File: src/frac_ctrl_regs.vh
// register map, field positions, reset values and timing figures
// for the fractional control block; definitions only
`ifndef FRAC_CTRL_REGS_VH
`define FRAC_CTRL_REGS_VH

// bus geometry
`define ADDR_W 12
`define SUB_N 4
// word index of the first fraction_control and the per-submodule stride
`define FRC_IDX_BASE 10'h010
`define FRC_IDX_STRIDE 10'h030
// block-wide registers, byte addresses
`define LDCTL_ADDR 12'h300
`define STAT_ADDR 12'h304

// fraction_control fields
`define FRC_TEST_BIT 15
`define FRC_PU_BIT 8
`define FRC_EN2_BIT 4
`define FRC_RESET 16'h0000

// load control fields
`define LDCTL_OKAY_LSB 0
`define LDCTL_IMM_LSB 8

// status fields
`define STAT_POWER_BIT 0
`define STAT_READY_BIT 1
`define STAT_CLR_LSB 4
`define STAT_ACT_LSB 8

// fraction value width per edge
`define FRAC_W 5

// answers
`define RESP_OKAY 2'h0
`define RESP_SLVERR 2'h2

// timing
`define WARM_UP_NS 25000
`define CLK_PERIOD_NS 100

`endif

File: src/frac_ctrl.v
// fractional-delay control for four PWM submodules behind AXI4-Lite
// assumes all PWM-side inputs come from logic on CLK_SYS and that
// the bus master keeps one write and one read outstanding at most
//
// What this block does
// - four fraction_control registers, index 10h plus 48 decimal words per submodule
// - bit 15 is a read-only test status bit, writes ignored
// - test status bit resets to zero, may read either value later
// - bits 14..9 and 7..5 are read-only and always zero
// - bit 8 powers up fractional delay on 1, turns it off on 0
// - shared delay block usable 25 us after the first power-up bit
// - shared block powers down only when all four power-up bits are zero
// - with fractional logic off, the submodule uses whole-cycle edges only
// - analog state clearing works even with PWM outputs disabled
// - bit 4 enables fractional placement for the second output
// - enabled: rise/fall fractions applied to second output; else bypassed
// - bit 4 double-buffered, loads at load cycle or immediately; locked while load_okay
`timescale 1ns/1ps
`include "frac_ctrl_regs.vh"
`default_nettype none

module frac_ctrl (
  // clock and reset
  input wire CLK_SYS,
  input wire RST_N,
  // axi4-lite write address
  input wire [11:0] S_AXI_AWADDR,
  input wire S_AXI_AWVALID,
  output reg S_AXI_AWREADY,
  // axi4-lite write data
  input wire [31:0] S_AXI_WDATA,
  input wire [3:0] S_AXI_WSTRB,
  input wire S_AXI_WVALID,
  output reg S_AXI_WREADY,
  // axi4-lite write response
  output reg [1:0] S_AXI_BRESP,
  output reg S_AXI_BVALID,
  input wire S_AXI_BREADY,
  // axi4-lite read address
  input wire [11:0] S_AXI_ARADDR,
  input wire S_AXI_ARVALID,
  output reg S_AXI_ARREADY,
  // axi4-lite read data
  output reg [31:0] S_AXI_RDATA,
  output reg [1:0] S_AXI_RRESP,
  output reg S_AXI_RVALID,
  input wire S_AXI_RREADY,
  // pwm counter events, one bit per submodule
  input wire [3:0] LOAD_CYCLE,
  input wire [3:0] PERIOD_END,
  input wire [3:0] DUTY_NONZERO,
  // second output fractions from the value registers, 5 bits per submodule
  input wire [19:0] RISE_FRAC_IN,
  input wire [19:0] FALL_FRAC_IN,
  // to the analog delay block and the edge generators
  output reg DELAY_POWER,
  output reg DELAY_READY,
  output reg [3:0] LOAD_OKAY,
  output reg [3:0] FRAC_ACTIVE,
  output reg [19:0] RISE_FRAC_OUT,
  output reg [19:0] FALL_FRAC_OUT
);

  // warm-up length, rounded up to whole cycles
  localparam integer WARM_INT = (`WARM_UP_NS + `CLK_PERIOD_NS - 1) / `CLK_PERIOD_NS;
  localparam [8:0] WARM_CYC = WARM_INT[8:0];

  //////////////////////////////////////////////////////////////////////////////
  // write channel capture

  reg [11:0] wa_q;
  reg [15:0] wd_q;
  reg [1:0] ws_q;
  reg wexec_q;
  wire wr_go;

  // both halves taken and no answer pending: perform the write once
  assign wr_go = !S_AXI_AWREADY && !S_AXI_WREADY && !S_AXI_BVALID && !wexec_q;

  // address and data are taken independently, in either order
  always @(posedge CLK_SYS or negedge RST_N) begin
    if (!RST_N) begin
      S_AXI_AWREADY <= 1'b1;
      S_AXI_WREADY <= 1'b1;
      wa_q <= 12'h000;
      wd_q <= 16'h0000;
      ws_q <= 2'h0;
      wexec_q <= 1'b0;
    end else begin
      if (S_AXI_AWVALID && S_AXI_AWREADY) begin
        wa_q <= S_AXI_AWADDR;
        S_AXI_AWREADY <= 1'b0;
      end
      if (S_AXI_WVALID && S_AXI_WREADY) begin
        wd_q <= S_AXI_WDATA[15:0];
        ws_q <= S_AXI_WSTRB[1:0];
        S_AXI_WREADY <= 1'b0;
      end
      wexec_q <= wr_go;
      // reopen both channels only when the response is taken
      if (S_AXI_BVALID && S_AXI_BREADY) begin
        S_AXI_AWREADY <= 1'b1;
        S_AXI_WREADY <= 1'b1;
      end
    end
  end

  //////////////////////////////////////////////////////////////////////////////
  // address decode

  wire [3:0] wr_hit;
  wire [3:0] rd_hit;
  wire ld_wr;
  wire wr_mapped;
  wire [3:0] ar_lane;

  assign ld_wr = wr_go && (wa_q == `LDCTL_ADDR);
  assign wr_mapped = (|wr_hit) || (wa_q == `LDCTL_ADDR) || (wa_q == `STAT_ADDR);

  // write response: unmapped addresses answer slave error
  always @(posedge CLK_SYS or negedge RST_N) begin
    if (!RST_N) begin
      S_AXI_BVALID <= 1'b0;
      S_AXI_BRESP <= `RESP_OKAY;
    end else if (wr_go) begin
      S_AXI_BVALID <= 1'b1;
      S_AXI_BRESP <= wr_mapped ? `RESP_OKAY : `RESP_SLVERR;
    end else if (S_AXI_BREADY) begin
      S_AXI_BVALID <= 1'b0;
    end
  end

  //////////////////////////////////////////////////////////////////////////////
  // shared analog delay block power and warm-up

  reg [3:0] pu_q;
  reg [3:0] imm_q;
  reg [3:0] clr_q;
  reg [3:0] act_q;
  reg [3:0] buf_q;
  reg [8:0] warm_q;
  wire any_pu;

  // any one submodule holding its bit keeps the block up
  assign any_pu = |pu_q;

  // warm-up counter restarts whenever the block is fully released
  always @(posedge CLK_SYS or negedge RST_N) begin
    if (!RST_N) begin
      DELAY_POWER <= 1'b0;
      DELAY_READY <= 1'b0;
      warm_q <= 9'h000;
    end else begin
      DELAY_POWER <= any_pu;
      if (!any_pu) begin
        DELAY_READY <= 1'b0;
        warm_q <= 9'h000;
      end else if (!DELAY_READY) begin
        if (warm_q == WARM_CYC - 9'h001) begin
          DELAY_READY <= 1'b1;
        end else begin
          warm_q <= warm_q + 9'h001;
        end
      end
    end
  end

  // immediate-load selects live in the load control register
  always @(posedge CLK_SYS or negedge RST_N) begin
    if (!RST_N) begin
      imm_q <= 4'h0;
    end else if (ld_wr && ws_q[1]) begin
      imm_q <= wd_q[`LDCTL_IMM_LSB +: 4];
    end
  end

  //////////////////////////////////////////////////////////////////////////////
  // per-submodule control

  genvar g;
  generate
    for (g = 0; g < `SUB_N; g = g + 1) begin : sub
      wire [9:0] idx;
      wire pu_wr;
      wire en_wr;
      wire live;
      wire [4:0] rise_in;
      wire [4:0] fall_in;

      // genvar arithmetic is 32 bits wide; only the word index bits are kept
      localparam [31:0] IDX_FULL = `FRC_IDX_BASE + (`FRC_IDX_STRIDE * g);

      assign idx = IDX_FULL[9:0];
      assign wr_hit[g] = (wa_q[11:2] == idx) && (wa_q[1:0] == 2'h0);
      assign rd_hit[g] = (S_AXI_ARADDR[11:2] == idx) && (S_AXI_ARADDR[1:0] == 2'h0);
      assign pu_wr = wr_go && wr_hit[g] && ws_q[1];
      // the buffered enable is frozen while load_okay is pending
      assign en_wr = wr_go && wr_hit[g] && ws_q[0] && !LOAD_OKAY[g];
      assign rise_in = RISE_FRAC_IN[`FRAC_W*g +: `FRAC_W];
      assign fall_in = FALL_FRAC_IN[`FRAC_W*g +: `FRAC_W];
      // fractions only once warmed up, cleared, powered here and enabled
      assign live = DELAY_READY && clr_q[g] && pu_q[g] && act_q[g];

      // power-up bit is not buffered; takes effect at the write
      always @(posedge CLK_SYS or negedge RST_N) begin
        if (!RST_N) begin
          pu_q[g] <= 1'b0;
        end else if (pu_wr) begin
          pu_q[g] <= wd_q[`FRC_PU_BIT];
        end
      end

      // load_okay: hardware clears at the load cycle, a set in the same cycle wins
      always @(posedge CLK_SYS or negedge RST_N) begin
        if (!RST_N) begin
          LOAD_OKAY[g] <= 1'b0;
        end else if (ld_wr && ws_q[0] && wd_q[`LDCTL_OKAY_LSB + g]) begin
          LOAD_OKAY[g] <= 1'b1;
        end else if (LOAD_CYCLE[g]) begin
          LOAD_OKAY[g] <= 1'b0;
        end
      end

      // buffer written by software, active copy loaded at a pwm load cycle with load_okay set, or every cycle when immediate is set
      always @(posedge CLK_SYS or negedge RST_N) begin
        if (!RST_N) begin
          buf_q[g] <= 1'b0;
          act_q[g] <= 1'b0;
        end else begin
          if (en_wr) begin
            buf_q[g] <= wd_q[`FRC_EN2_BIT];
          end
          if (imm_q[g] || (LOAD_OKAY[g] && LOAD_CYCLE[g])) begin
            act_q[g] <= buf_q[g];
          end
        end
      end

      // analog state counts as cleared after one nonzero-duty period;
      // the output enables play no part, so a dark run also clears it
      always @(posedge CLK_SYS or negedge RST_N) begin
        if (!RST_N) begin
          clr_q[g] <= 1'b0;
        end else if (!any_pu) begin
          clr_q[g] <= 1'b0;
        end else if (DELAY_READY && PERIOD_END[g] && DUTY_NONZERO[g]) begin
          clr_q[g] <= 1'b1;
        end
      end

      // edge fractions to the generator, zero means whole-cycle placement
      always @(posedge CLK_SYS or negedge RST_N) begin
        if (!RST_N) begin
          FRAC_ACTIVE[g] <= 1'b0;
          RISE_FRAC_OUT[`FRAC_W*g +: `FRAC_W] <= 5'h00;
          FALL_FRAC_OUT[`FRAC_W*g +: `FRAC_W] <= 5'h00;
        end else begin
          FRAC_ACTIVE[g] <= live;
          RISE_FRAC_OUT[`FRAC_W*g +: `FRAC_W] <= live ? rise_in : 5'h00;
          FALL_FRAC_OUT[`FRAC_W*g +: `FRAC_W] <= live ? fall_in : 5'h00;
        end
      end
    end
  endgenerate

  //////////////////////////////////////////////////////////////////////////////
  // read path

  reg [15:0] rd_word;
  reg rd_ok;
  integer k;

  // reserved bits stay zero by building the word field by field;
  // the test bit mirrors the cleared analog state of that submodule
  always @* begin
    rd_word = 16'h0000;
    rd_ok = 1'b0;
    for (k = 0; k < `SUB_N; k = k + 1) begin
      if (rd_hit[k]) begin
        rd_ok = 1'b1;
        rd_word[`FRC_TEST_BIT] = clr_q[k];
        rd_word[`FRC_PU_BIT] = pu_q[k];
        rd_word[`FRC_EN2_BIT] = buf_q[k];
      end
    end
    if (S_AXI_ARADDR == `LDCTL_ADDR) begin
      rd_ok = 1'b1;
      rd_word[`LDCTL_OKAY_LSB +: 4] = LOAD_OKAY;
      rd_word[`LDCTL_IMM_LSB +: 4] = imm_q;
    end
    if (S_AXI_ARADDR == `STAT_ADDR) begin
      rd_ok = 1'b1;
      rd_word[`STAT_POWER_BIT] = DELAY_POWER;
      rd_word[`STAT_READY_BIT] = DELAY_READY;
      rd_word[`STAT_CLR_LSB +: 4] = clr_q;
      rd_word[`STAT_ACT_LSB +: 4] = act_q;
    end
  end

  // read answer registered on the same edge that takes the address
  always @(posedge CLK_SYS or negedge RST_N) begin
    if (!RST_N) begin
      S_AXI_ARREADY <= 1'b1;
      S_AXI_RVALID <= 1'b0;
      S_AXI_RDATA <= 32'h00000000;
      S_AXI_RRESP <= `RESP_OKAY;
    end else if (S_AXI_ARVALID && S_AXI_ARREADY) begin
      S_AXI_ARREADY <= 1'b0;
      S_AXI_RVALID <= 1'b1;
      S_AXI_RDATA <= {16'h0000, rd_word};
      S_AXI_RRESP <= rd_ok ? `RESP_OKAY : `RESP_SLVERR;
    end else if (S_AXI_RVALID && S_AXI_RREADY) begin
      S_AXI_RVALID <= 1'b0;
      S_AXI_ARREADY <= 1'b1;
    end
  end

endmodule // frac_ctrl

`default_nettype wire

File: config.mk
export PLATFORM = sky130hd
export DESIGN_NAME = frac_ctrl
export DESIGN_NICKNAME = d
export VERILOG_FILES = /design/src/frac_ctrl.v
export VERILOG_INCLUDE_DIRS = /design/src
export SDC_FILE = /design/constraint.sdc
export NUM_CORES = 1
export LEC_CHECK = 0
export BUFFER_PORTS_ARGS = -buffer_cell sky130_fd_sc_hd__buf_2
export CAP_MARGIN = 20
export CELL_PAD_IN_SITES_DETAIL_PLACEMENT = 1
export CELL_PAD_IN_SITES_GLOBAL_PLACEMENT = 1
export CORE_ASPECT_RATIO = 0.8
export CORE_MARGIN = 2
export CORE_UTILIZATION = 37
export CTS_CLUSTER_SIZE = 20
export DETAILED_ROUTE_END_ITERATION = 16
export PLACE_DENSITY_LB_ADDON = 0.1
export SYNTH_ARGS = -nofsm -noshare
export SYNTH_HDL_FRONTEND = slang
export SYNTH_SLANG_ARGS = --single-unit
File: constraint.sdc
create_clock -name CLK_SYS -period 2.2 [get_ports CLK_SYS]
set_input_delay 0.22 -clock CLK_SYS [delete_from_list [all_inputs] [get_ports CLK_SYS]]
set_output_delay 0.22 -clock CLK_SYS [all_outputs]
set_load 0.02 [all_outputs]
### Yosys cells after proc, flatten, opt, wreduce, memory -nomap -nowiden

Index checks and enable logic that the tools add are counted.

| storage, ports and cells | value |
|---|---|
| bits in registers | 128 |
| input port bits | 119 |
| output and inout bits | 91 |
| word-level logic and storage cells | 222 |

| operators by class | value |
|---|---|
| $add $sub $neg | 1 |
| equal/unequal tests | 19 |
| mux-type cells | 64 |
| reductions and logical operators | 90 |

Operators with widths:

| kind | number |
|---|---|
| 1-bit logical AND | 63 |
| 12-bit by 10-bit equality test with 1-bit output (second input constant) | 4 |
| 1-bit two-way mux | 47 |
| 10-bit by 7-bit equality test with 1-bit output (second input constant) | 4 |
| 5-bit two-way mux | 8 |
| 9-bit two-way mux | 3 |
| 10-bit by 5-bit equality test with 1-bit output (second input constant) | 2 |
| 10-bit by 8-bit equality test with 1-bit output (second input constant) | 2 |
| 2-bit nonzero test | 8 |
| 9-bit by 1-bit adder with 9-bit output (second input constant) | 1 |
| 9-bit by 8-bit equality test with 1-bit output (second input constant) | 1 |
| 1-bit logical NOT | 8 |
| 4-bit two-way mux | 2 |
| 8-bit two-way mux | 1 |
| 2-bit by 1-bit inequality test with 1-bit output (second input constant) | 4 |
| 4-bit OR reduction | 2 |
| 1-bit logical OR | 6 |
| 2-bit two-way mux | 3 |
| 2-bit logical NOT | 2 |
| 2-bit inequality test (second input constant) | 2 |
| 2-bit AND reduction | 1 |

### Depth between registers and ports, before layout

Gate-level depths: netlist of run 1.

| depth | value |
|---|---|
| depth in word-level cells | 9 |
| depth in mapped cells | 7 |
| mapped depth without buffers | 6 |

### Least setup slack after synthesis of run 1

Ideal clock, no wire load.

| timing | value |
|---|---|
| path type | register -> register |
| start | reg S_AXI_BVALID |
| end | reg imm_q[0] |
| library setup time | 0.125 ns |
| arrival time | 1.682 ns |
| data required time | 2.075 ns |
| path slack | 0.394 ns |
| stages on the path, launching flop included | 6 |
| buffers on the path | 0 |
| period minus slack after synthesis | 1.806 ns |
| cell sequence | dfrtp_1 > or4_4 > inv_2 > nand2_1 > nor2_2 > mux2_2 |

| between the ends | value |
|---|---|
| longest elaborated chain between the ends | 5 |

RTL lines:

| element | RTL line | text |
|---|---|---|
| start: declaration | frac_ctrl.v:37 | `output reg S_AXI_BVALID,` |
| start signal: assignment | frac_ctrl.v:123 | `S_AXI_BVALID <= 1'b0;` |
| start signal: assignment | frac_ctrl.v:126 | `S_AXI_BVALID <= 1'b1;` |
| start signal: assignment | frac_ctrl.v:129 | `S_AXI_BVALID <= 1'b0;` |
| 1-bit logical NOT | frac_ctrl.v:78 | `assign wr_go = !S_AXI_AWREADY && !S_AXI_WREADY && !S_AXI_BVALID && !wexec_q;` |
| 1-bit logical AND (2 in series) | frac_ctrl.v:78 |  |
| net wr_go | frac_ctrl.v:75 | `wire wr_go;` |
| 1-bit logical AND | frac_ctrl.v:117 | `` assign ld_wr = wr_go && (wa_q == `LDCTL_ADDR); `` |
| 1-bit logical AND | frac_ctrl.v:172 | `end else if (ld_wr && ws_q[1]) begin` |
| end signal: assignment | frac_ctrl.v:173 | `` imm_q <= wd_q[`LDCTL_IMM_LSB +: 4]; `` |
| end: declaration | frac_ctrl.v:137 | `reg [3:0] imm_q;` |

The timed path passes the listed nets, and every way through them passes these cells.
A chain may end at the register's enable or synchronous reset.

### Worst setup path after layout of run 1

| timing | value |
|---|---|
| start | reg wa_q[2] |
| end | reg buf_q[2] |

| between the ends | value |
|---|---|
| longest elaborated chain between the ends | 5 |

RTL lines:

| element | RTL line | text |
|---|---|---|
| start: declaration | frac_ctrl.v:71 | `reg [11:0] wa_q;` |
| start signal: assignment | frac_ctrl.v:85 | `wa_q <= 12'h000;` |
| start signal: assignment | frac_ctrl.v:91 | `wa_q <= S_AXI_AWADDR;` |
| 10-bit by 7-bit equality test with 1-bit output | frac_ctrl.v:194 | `assign wr_hit[g] = (wa_q[11:2] == idx) && (wa_q[1:0] == 2'h0);` |
| 1-bit logical AND | frac_ctrl.v:194 |  |
| 1-bit logical AND (3 in series) | frac_ctrl.v:198 | `assign en_wr = wr_go && wr_hit[g] && ws_q[0] && !LOAD_OKAY[g];` |
| end signal: indexed assignment | frac_ctrl.v:231 | `` buf_q[g] <= wd_q[`FRC_EN2_BIT]; `` |
| end: declaration | frac_ctrl.v:140 | `reg [3:0] buf_q;` |

Every way passes these cells.

==> results of run 1 <==
final cells by class:
class                      instances  area, um^2  share of cell area (%)
clock buffer                      23         488                    7.20
clock inverter                     7        90.1                    1.33
antenna                            1        2.50                  0.0369
multi-input combinational        273        1840                    27.2
sequential                       123        3080                    45.5
tap                              180         225                    3.32
timing repair buffer             179         991                    14.6
inverter                          15        56.3                   0.831
through the flow:
stage | instances | hold WS [ns] | setup WS (ns) | power, mW
after floorplan | 446 | -0.0756 | 0.394 | 3.39
after detailed placement | 759 | 0.242 | 0.232 | 3.71
after global placement | 759 | 0.233 | 0.270 | 3.66
after global routing | 800 | 0.00130 | 0.0988 | 6.73
after CTS | 799 | 0.000279 | 0.226 | 6.49
final | 801 | 0.0142 | 0.230 | 6.40
what timing repair did:
item                      in CTS  in global routing
hold buffers                  10                  1
hold endpoints to repair      44                  1
buffers inserted               0                  0
per-layer routing:
layer / vias up / part of all wire [%] / track usage [%]
li1: 1797 / - / -
met1: 1926 / 43 / 23.2
met2: 102 / 50 / 30.7
met3: 17 / 5.5 / 5.62
met4: 0 / 1.7 / 7.74
met5: - / 0 / 0
worst paths after layout:
path	to	slack, ns	start	cells past startpoint
min reg2reg	S_AXI_RDATA[0]	0.47	DELAY_POWER	2
min in group asynchronous	S_AXI_RVALID	0.33	RST_N	2
max reg2reg	buf_q[2]	0.23	wa_q[2]	5
max	buf_q[2]	0.23	wa_q[2]	5
min	RISE_FRAC_OUT[19]	0.01	RISE_FRAC_IN[19]	2
max in group asynchronous	S_AXI_AWREADY	1.20	RST_N	3
where the power goes:
| part | leakage [nW] | internal, mW | switching, mW |
|---|---|---|---|
| combinational | 1.57 | 0.422 | 0.455 |
| clock | 0.281 | 1.77 | 0.952 |
| sequential | 1.65 | 2.57 | 0.233 |
| total | 3.50 | 4.76 | 1.64 |
state kept, by name, indices dropped and copies added, names as in the netlist:
name           count
S_AXI_AWREADY      1
wexec_q            1
imm_q              4
act_q              4
LOAD_OKAY          4
S_AXI_BRESP        1
S_AXI_RRESP        1
wd_q               9
DELAY_POWER        1
pu_q               4
ws_q               2
S_AXI_RDATA       13
clr_q              4
RISE_FRAC_OUT     20
buf_q              4
warm_q             9
S_AXI_ARREADY      1
FALL_FRAC_OUT     20
DELAY_READY        1
wa_q              12
S_AXI_RVALID       1
S_AXI_WREADY       1
S_AXI_BVALID       1
FRAC_ACTIVE        4
logic make-up (layout without fill, tap and decap cells):
group / count (synthesis) / after routing / share of synthesized area, %
flip-flops: 123 / 123 / 60.0
multiplexers: 40 / 40 / 8.75
adder cells (fa/ha/maj): 2 / 2 / 0.487
AND/OR/NAND/NOR: 150 / 150 / 16.9
XOR/XNOR: 5 / 5 / 0.853
other: 1 / 22 / 0.0730
buffers and inverters: 50 / 224 / 5.70
AO/OA/AOI/OAI: 55 / 55 / 7.17
layout by cell type (no fill, tap or decap), types with 3 or more instances in the layout:
cell type        n
dlygate4sd3_1   11
and3_1           3
xor2_1           3
nor3_1           4
clkbuf_8         4
o21ai_0         12
dfrtp_1        120
nand4b_1         3
nand2b_1         3
dfstp_2          3
clkinv_2         3
nand3_1          4
and4_1           4
a22o_1           9
a211oi_1         3
buf_4            4
nand2_1         33
nor2_1          26
buf_2          162
mux2_2          36
a31oi_1          6
a22oi_1          8
nor4b_1          3
clkbuf_16       17
conb_1          21
and2_1          42
inv_1           14
mux2_1           3
a21oi_1          9
worst max-delay path: stages, from the launching register on:
cell and delay [ns]:
dfrtp_1 0.42, nor3_2 0.21, nand2_1 0.08, or4b_1 0.59, nor3_1 0.20, mux2_1 0.34
==> flow_metrics.tcl, run 1 <==
set metrics [dict create \
    status "completed" \
    cts_tree "done" \
    slew_viol_final 0 \
    synth-async-reset-ratio_pct 100 \
    port_buffers 163 \
    clkTransAtPathRegs_ns 0.05 \
    h-tree-depth 4 \
    track_usage_pct 18.7 \
    drive_gt1_share_pct 40.0 \
    area_growth_pct 32.0 \
    p_leak_nw 3.50 \
    syn_area_um2 5130 \
    dieArea_um2 14800 \
    die_w_um 136 \
    worstSetupStartpointType "flop" \
    rsz0062_at_grt "false" \
    synth.avg_cell_area_um2 12.1 \
    hpwl_um 9690 \
    fin_skew_ns 0.00589 \
    finalHoldViolCount 0 \
    maxSlewHeadroom_pct 64.4 \
    fmax_mhz 508 \
    yosysWarningCount 0 \
    grt_pass1_wl_um 21000 \
    num-nets-final 730 \
    grt_overflow 0 \
    fillers 1536 \
    crit_path_end_kind "flop" \
    drv_cap 0 \
    synth_edf_count 0 \
    initial_core_util_pct 37.9 \
    crit_type "reg2reg" \
    wl_um 13200 \
    cts_resized 0 \
    setup_viol 0 \
    grt_pass1_vias 4042 \
    num_io_pins 210 \
    min_period_ns 1.97 \
    required_ns 2.49 \
    setup_tns_ns 0 \
    netlist_instances 426 \
    dpl_cell_area_um2 6080 \
    antenna_found_initial 0 \
    rows 38 \
    drt_iter0_drc 184 \
    ys_top_cells_by_count "120 x dfrtp_1, 42 x and2_1, 36 x mux2_2" \
    critical_path.max_fanout 5 \
    final_area_um2 6780 \
    cts_buffers 17 \
    yosysUniqueCellTypes 56 \
    cp.arrival_ns 2.26 \
    worst_pin_slew_ns 0.534 \
    cts_root_buf "clkbuf_16" \
    antenna_left 0 \
    drtPass1Iterations 4 \
    max-clock-path-buffers 2 \
    synth_area_leader_cell "dfrtp_1" \
    yosysTopAreaCellShare_pct 58.5 \
    viasPerCell 4.80 \
    ir_drop_mv 0.506 \
    synth_ff_type "dfrtp_1" \
    clock_latency_ns 0.41 \
    core_region_area_um2 13600 \
    ys_ff_latch 123 \
    route.detailed.drc 0 \
    pwr_density_cell_nw_per_um2 944 \
    post-route-util_pct 50.0 \
    grt_max_degree 45 \
    period_share_pct 89.6 \
    place.gp.congestion 0.773 \
    fp.dieH_um 109 \
    cts.sinks 123 \
    post-synth-top-count-cell "dfrtp_1" \
    num_vias 3842 \
    hp-class "in2reg" \
    synth_area_leaders "dfrtp_1 58%, mux2_2 7.9%, and2_1 5.1%" \
    avgRoutedWirePerCell_um 16.5 \
    ys_seq_area_share_pct 60.0 \
]
(Power assumes the default switching activity.)
==> inputs of run 2 (changes only) <==
BUFFER_PORTS_ARGS = not set   (was -buffer_cell sky130_fd_sc_hd__buf_2)
CORE_UTILIZATION = 40   (was 37)
DONT_BUFFER_PORTS = 1   (was not set)
clock period = 2 ns   (was 2.2 ns; I/O delays follow)
==> flow_metrics.tcl, run 2 (synthesis results as in run 1) <==
set metrics [dict create \
    status "complete, but fails checks" \
    violations "hold timing" \
    finalHoldViolCount 123 \
    cts_buffers 17 \
    hpwl_um 8910 \
    min_period_ns 1.92 \
    grt_pass1_wl_um 21100 \
    drive_gt1_share_pct 17.6 \
    wl_um 13500 \
    setup_viol 0 \
    final_cell_mix "120 x dfrtp_1, 84 x dlygate4sd3_1, 42 x and2_1" \
    setup_tns_ns 0 \
    ir_drop_mv 0.721 \
    period_share_pct 96.1 \
    avgRoutedWirePerCell_um 18.9 \
    worst_pin_slew_ns 0.624 \
    grt_overflow 0 \
    num_vias 3569 \
    hp-class "in2async" \
    cts_hold_buffers 84 \
    post-place-ws_ns 0.0283 \
    port_buffers 0 \
    cts_root_buf "clkbuf_16" \
    track_usage_pct 20.3 \
    dieArea_um2 13800 \
    required_ns 2.30 \
    critical_path.max_fanout 5 \
    maxSlewHeadroom_pct 58.4 \
    cp.arrival_ns 2.22 \
    layoutNonFillerInstCount 711 \
    viasPerCell 5.02 \
    n_antenna_cell 0 \
    place.gp.congestion 0.755 \
    clkTransAtPathRegs_ns 0.05 \
    num_io_pins 210 \
    drtPass1Iterations 4 \
    fmax_mhz 520 \
    max-clock-path-buffers 2 \
    grt_pass1_vias 3893 \
    fin_skew_ns 0.00961 \
    core_region_area_um2 12300 \
    antenna_found_initial 0 \
    cts.sinks 123 \
    initial_core_util_pct 41.6 \
    cts_tree "done" \
    pwr_density_cell_nw_per_um2 1060 \
    clock_latency_ns 0.42 \
    final_common_cell "dfrtp_1" \
    drt_iter0_drc 174 \
    crit_path_end_kind "flop" \
    crit_type "reg2reg" \
    rsz0062_at_grt "false" \
    route.detailed.drc 0 \
    fp.dieH_um 105 \
    grt_max_degree 124 \
    rows 36 \
    drv_cap 0 \
    worstSetupStartpointType "flop" \
    area_growth_pct 31.1 \
    h-tree-depth 4 \
    post-route-util_pct 54.5 \
    reg.largest.list "FALL_FRAC_OUT x20, RISE_FRAC_OUT x20, S_AXI_RDATA x13" \
    num-nets-final 648 \
    cts_setup_buffers 0 \
    setup_slack_ns 0.0787 \
    fin_hold_ws_ns -0.520 \
    die_w_um 131 \
    p_leak_nw 3.09 \
    antenna_left 0 \
    placed_cells 595 \
    slew_viol_final 0 \
]
-- run 2: changes by cell type in the layout (fill, tap and decap cells not counted), moves of 2 or more --
cell           delta
buf_12            -2
buf_2           -162
buf_4             +9
clkbuf_1          +3
clkbuf_8          -2
dlygate4sd3_1    +73
-- run 2: critical path, stage by stage (launching register included) --
cell	delay, ns
dfstp_2	0.37
or4_4	0.55
inv_2	0.11
nand2_1	0.09
nor2_2	0.30
mux2_2	0.38
-- run 2: repair_timing --
| action | CTS | global route |
|---|---|---|
| setup endpoints to repair | 0 | 2 |
| gates resized for setup | 0 | 3 |
| endpoints found under the hold margin | 200 | 123 |
-- run 2: stage by stage --
step	total power [mW]	cell area, um^2	hold WS, ns
2_1_floorplan	3.72	5210	-0.0956
3_3_place_gp	3.92	5290	-0.0896
3_5_place_dp	3.98	5290	-0.0900
4_1_cts	7.22	6720	-0.534
5_1_grt	7.51	6730	-0.549
6_report	7.16	6730	-0.520
-- run 2: metal layers --
layer  global-route usage [%]  part of all wire (%)  wire [um]  vias to the layer above
li1                         -                     -          -                     1631
met1                     26.0                    43       5790                     1807
met2                     32.8                    50       6680                      117
met3                     7.11                   6.4        861                       14
met4                     5.47                  0.90        121                        0
met5                        0                     0          0                        -
-- run 2: area by class of cell --
| type | count | area (um^2) |
|---|---|---|
| clock buffers | 24 | 472 |
| clock inverters | 8 | 118 |
| fillers | 1283 | 5610 |
| inverters | 15 | 56.3 |
| multi-input cells | 273 | 1850 |
| flip-flops and latches | 123 | 3080 |
| well taps | 171 | 214 |
| repair buffers | 97 | 938 |
-- run 2: final timing paths --
kind	from	to	slack [ns]	cells after the start
worst min-delay path	RST_N	S_AXI_RDATA[8]	-0.52	0
worst max register to register	S_AXI_AWREADY	imm_q[2]	0.08	5
worst min register to register	wd_q[0]	LOAD_OKAY[0]	0.49	1
max in group asynchronous	RST_N	S_AXI_RDATA[15]	2.28	0
min in group CLK_SYS	S_AXI_ARADDR[8]	S_AXI_RRESP[1]	0.04	3
worst max-delay path	S_AXI_AWREADY	imm_q[2]	0.08	5
-- run 2: where the power goes --
part | internal [mW] | switching [mW] | leakage [nW]
sequential | 2.82 | 0.296 | 1.65
clock | 2.01 | 1.05 | 0.288
combinational | 0.540 | 0.436 | 1.15
==> inputs of run 3 (changes only) <==
ABC_AREA = 1   (was not set)
CTS_BUF_LIST = sky130_fd_sc_hd__clkbuf_16   (was not set)
==> flow_metrics.tcl, run 3 <==
set metrics [dict create \
    num_io_pins 210 \
    cts_root_buf "clkbuf_16" \
    dpl_cell_area_um2 5560 \
    violations "hold timing" \
    synth_area_leaders "dfrtp_1 55%, inv_1 7.9%, nand2_1 7.5%" \
    drtPass1Iterations 4 \
    yosysWarningCount 0 \
    place.gp.congestion 0.815 \
    swShare_pct 26.9 \
    grt_pass1_wl_um 24200 \
    viasPerCell 4.85 \
    p_clk_share_pct 44.7 \
    min_period_ns 1.65 \
    drt_iter0_drc 257 \
    cp.arrival_ns 1.99 \
    period_share_pct 82.7 \
    hp-class "in2async" \
    synth_compound_area_share_pct 7.19 \
    die_w_um 134 \
    route.detailed.drc 0 \
    cts_hold_buffers 73 \
    fillers 1550 \
    cts.sinks 123 \
    hpwl_um 10000 \
    num-nets-final 828 \
    core_region_area_um2 13100 \
    crit_path_end_kind "flop" \
    rsz0062_at_grt "false" \
    muxShareOfSynthArea_pct 2.08 \
    cts_buffers 17 \
    synth-simple-area-share_pct 21.4 \
    drive_gt1_share_pct 9.72 \
    reg2reg_depth 7 \
    synth_ff_type "dfrtp_1" \
    synth_edf_count 0 \
    avgRoutedWirePerCell_um 16.9 \
    dieArea_um2 14500 \
    setup_slack_ns 0.347 \
    maxSlewHeadroom_pct 60.7 \
    yosysUniqueCellTypes 35 \
    wl_um 15100 \
    antenna_found_initial 0 \
    ys_ff_latch 123 \
    status "complete, but fails checks" \
    synth.avg_cell_area_um2 8.76 \
    synth-async-reset-ratio_pct 100 \
    p_leak_nw 3.53 \
    final_common_cell "dfrtp_1" \
    worstSetupStartpointType "flop" \
    num_vias 4342 \
    crit_type "reg2reg" \
    grt_pass1_vias 4765 \
    pwr-share-seq_pct 42.5 \
    fin_hold_ws_ns -0.529 \
    slew_viol_final 0 \
    post-place-ws_ns 0.383 \
    cts_setup_buffers 0 \
    initial_core_util_pct 41.5 \
    yosysTopAreaCellShare_pct 55.5 \
    ir_drop_mv 0.696 \
    drv_cap 0 \
    fmax_mhz 605 \
    pwr_density_cell_nw_per_um2 1070 \
    setup_tns_ns 0 \
    final_area_um2 6920 \
    grt_max_degree 124 \
    n_antenna_cell 0 \
    synth_top_family_by_area "simple AND/OR/NAND/NOR gates" \
    cts_tree "done" \
    h-tree-depth 4 \
    reg.largest.list "FALL_FRAC_OUT x20, RISE_FRAC_OUT x20, S_AXI_RDATA x13" \
    fp.dieH_um 108 \
    power.total_mw 7.37 \
    antenna_left 0 \
    rows 37 \
    clkTransAtPathRegs_ns 0.06 \
    track_usage_pct 22.0 \
    grt_overflow 0 \
    clock_latency_ns 0.42 \
    max-clock-path-buffers 2 \
    port_buffers 0 \
    intPower_mw 5.39 \
    yosys.area_share.xor_xnor_pct 0 \
    finalHoldViolCount 123 \
    synthAdderAreaFrac_pct 0.462 \
    fin_skew_ns 0.00555 \
    p_comb_share_pct 12.8 \
    area_growth_pct 27.8 \
    p_switching_mw 1.98 \
    netlist_instances 618 \
    syn_area_um2 5410 \
    ys_top_cells_by_count "120 x dfrtp_1, 114 x inv_1, 108 x nand2_1" \
    critical_path.max_fanout 9 \
    post-synth-top-count-cell "dfrtp_1" \
    required_ns 2.34 \
    ys_seq_area_share_pct 56.9 \
    final_cell_mix "120 x dfrtp_1, 114 x inv_1, 108 x nand2_1" \
    worst_pin_slew_ns 0.588 \
    setup_viol 0 \
    synth_area_leader_cell "dfrtp_1" \
]
==> run 3: cell type report <==
cell class / instances / area, um^2 / area share (%)
Clock buffer: 17 / 425 / 6.15
Clock inverter: 15 / 204 / 2.95
Inverter: 122 / 460 / 6.66
Multi-Input combinational cell: 366 / 1760 / 25.5
Sequential cell: 123 / 3080 / 44.6
Tap cell: 175 / 219 / 3.17
Timing Repair Buffer: 77 / 761 / 11.0
==> run 3: power groups by stage <==
stage	sequential, mW	clock, mW	combinational, mW
2_1_floorplan	3.10	0	0.659
4_1_cts	3.13	3.36	0.940
6_report	3.13	3.30	0.943
3_3_place_gp	3.16	0	0.754
3_5_place_dp	3.17	0	0.797
5_1_grt	3.18	3.46	1.07
==> run 3: timing repair <==
item | CTS | global route
resized for setup | 0 | 0
endpoints found under the hold margin | 196 | 123
endpoints found under the setup margin | 0 | 0
==> run 3: path summary, 6_finish.rpt <==
path	startpoint	endpoint	slack, ns
worst max-delay path	S_AXI_BVALID	LOAD_OKAY[2]	0.35
worst min-delay path	RST_N	wa_q[0]	-0.53
worst max register to register	S_AXI_BVALID	LOAD_OKAY[2]	0.35
worst min register to register	wd_q[11]	imm_q[3]	0.49
max in group asynchronous	RST_N	S_AXI_ARREADY	2.27
min in group CLK_SYS	LOAD_CYCLE[2]	act_q[2]	0.01
==> run 3: layer usage <==
metal / vias up / wire length (um) / global-route usage (%)
li1: 2055 / - / -
met1: 2146 / 6520 / 26.6
met2: 117 / 7510 / 37.3
met3: 24 / 804 / 6.94
met4: 0 / 298 / 7.97
met5: - / 0 / 0
==> run 3: per-stage QoR <==
step | util [%] | instances
detailed placement | 42.6 | 790
floorplan | - | 638
finish | 53.0 | 895
global placement | 42.6 | 790
global route | 53.0 | 895
CTS | 53.0 | 895
==> run 3: kinds of logic after synthesis <==
family / count (synthesis)
fa+ha+maj: 2
compound gates: 73
simple gates: 260
other cells: 1
mux: 10
flops: 123
buf+inv: 149
==> run 3: worst max-delay path, cell delays in order, from the launching register on <==
cell and delay [ns]:
dfrtp_1 0.47, nor2_1 0.16, nand3_2 0.19, inv_2 0.16, nand3_1 0.14, nor2_1 0.28
nand2_1 0.09, o21ai_0 0.09
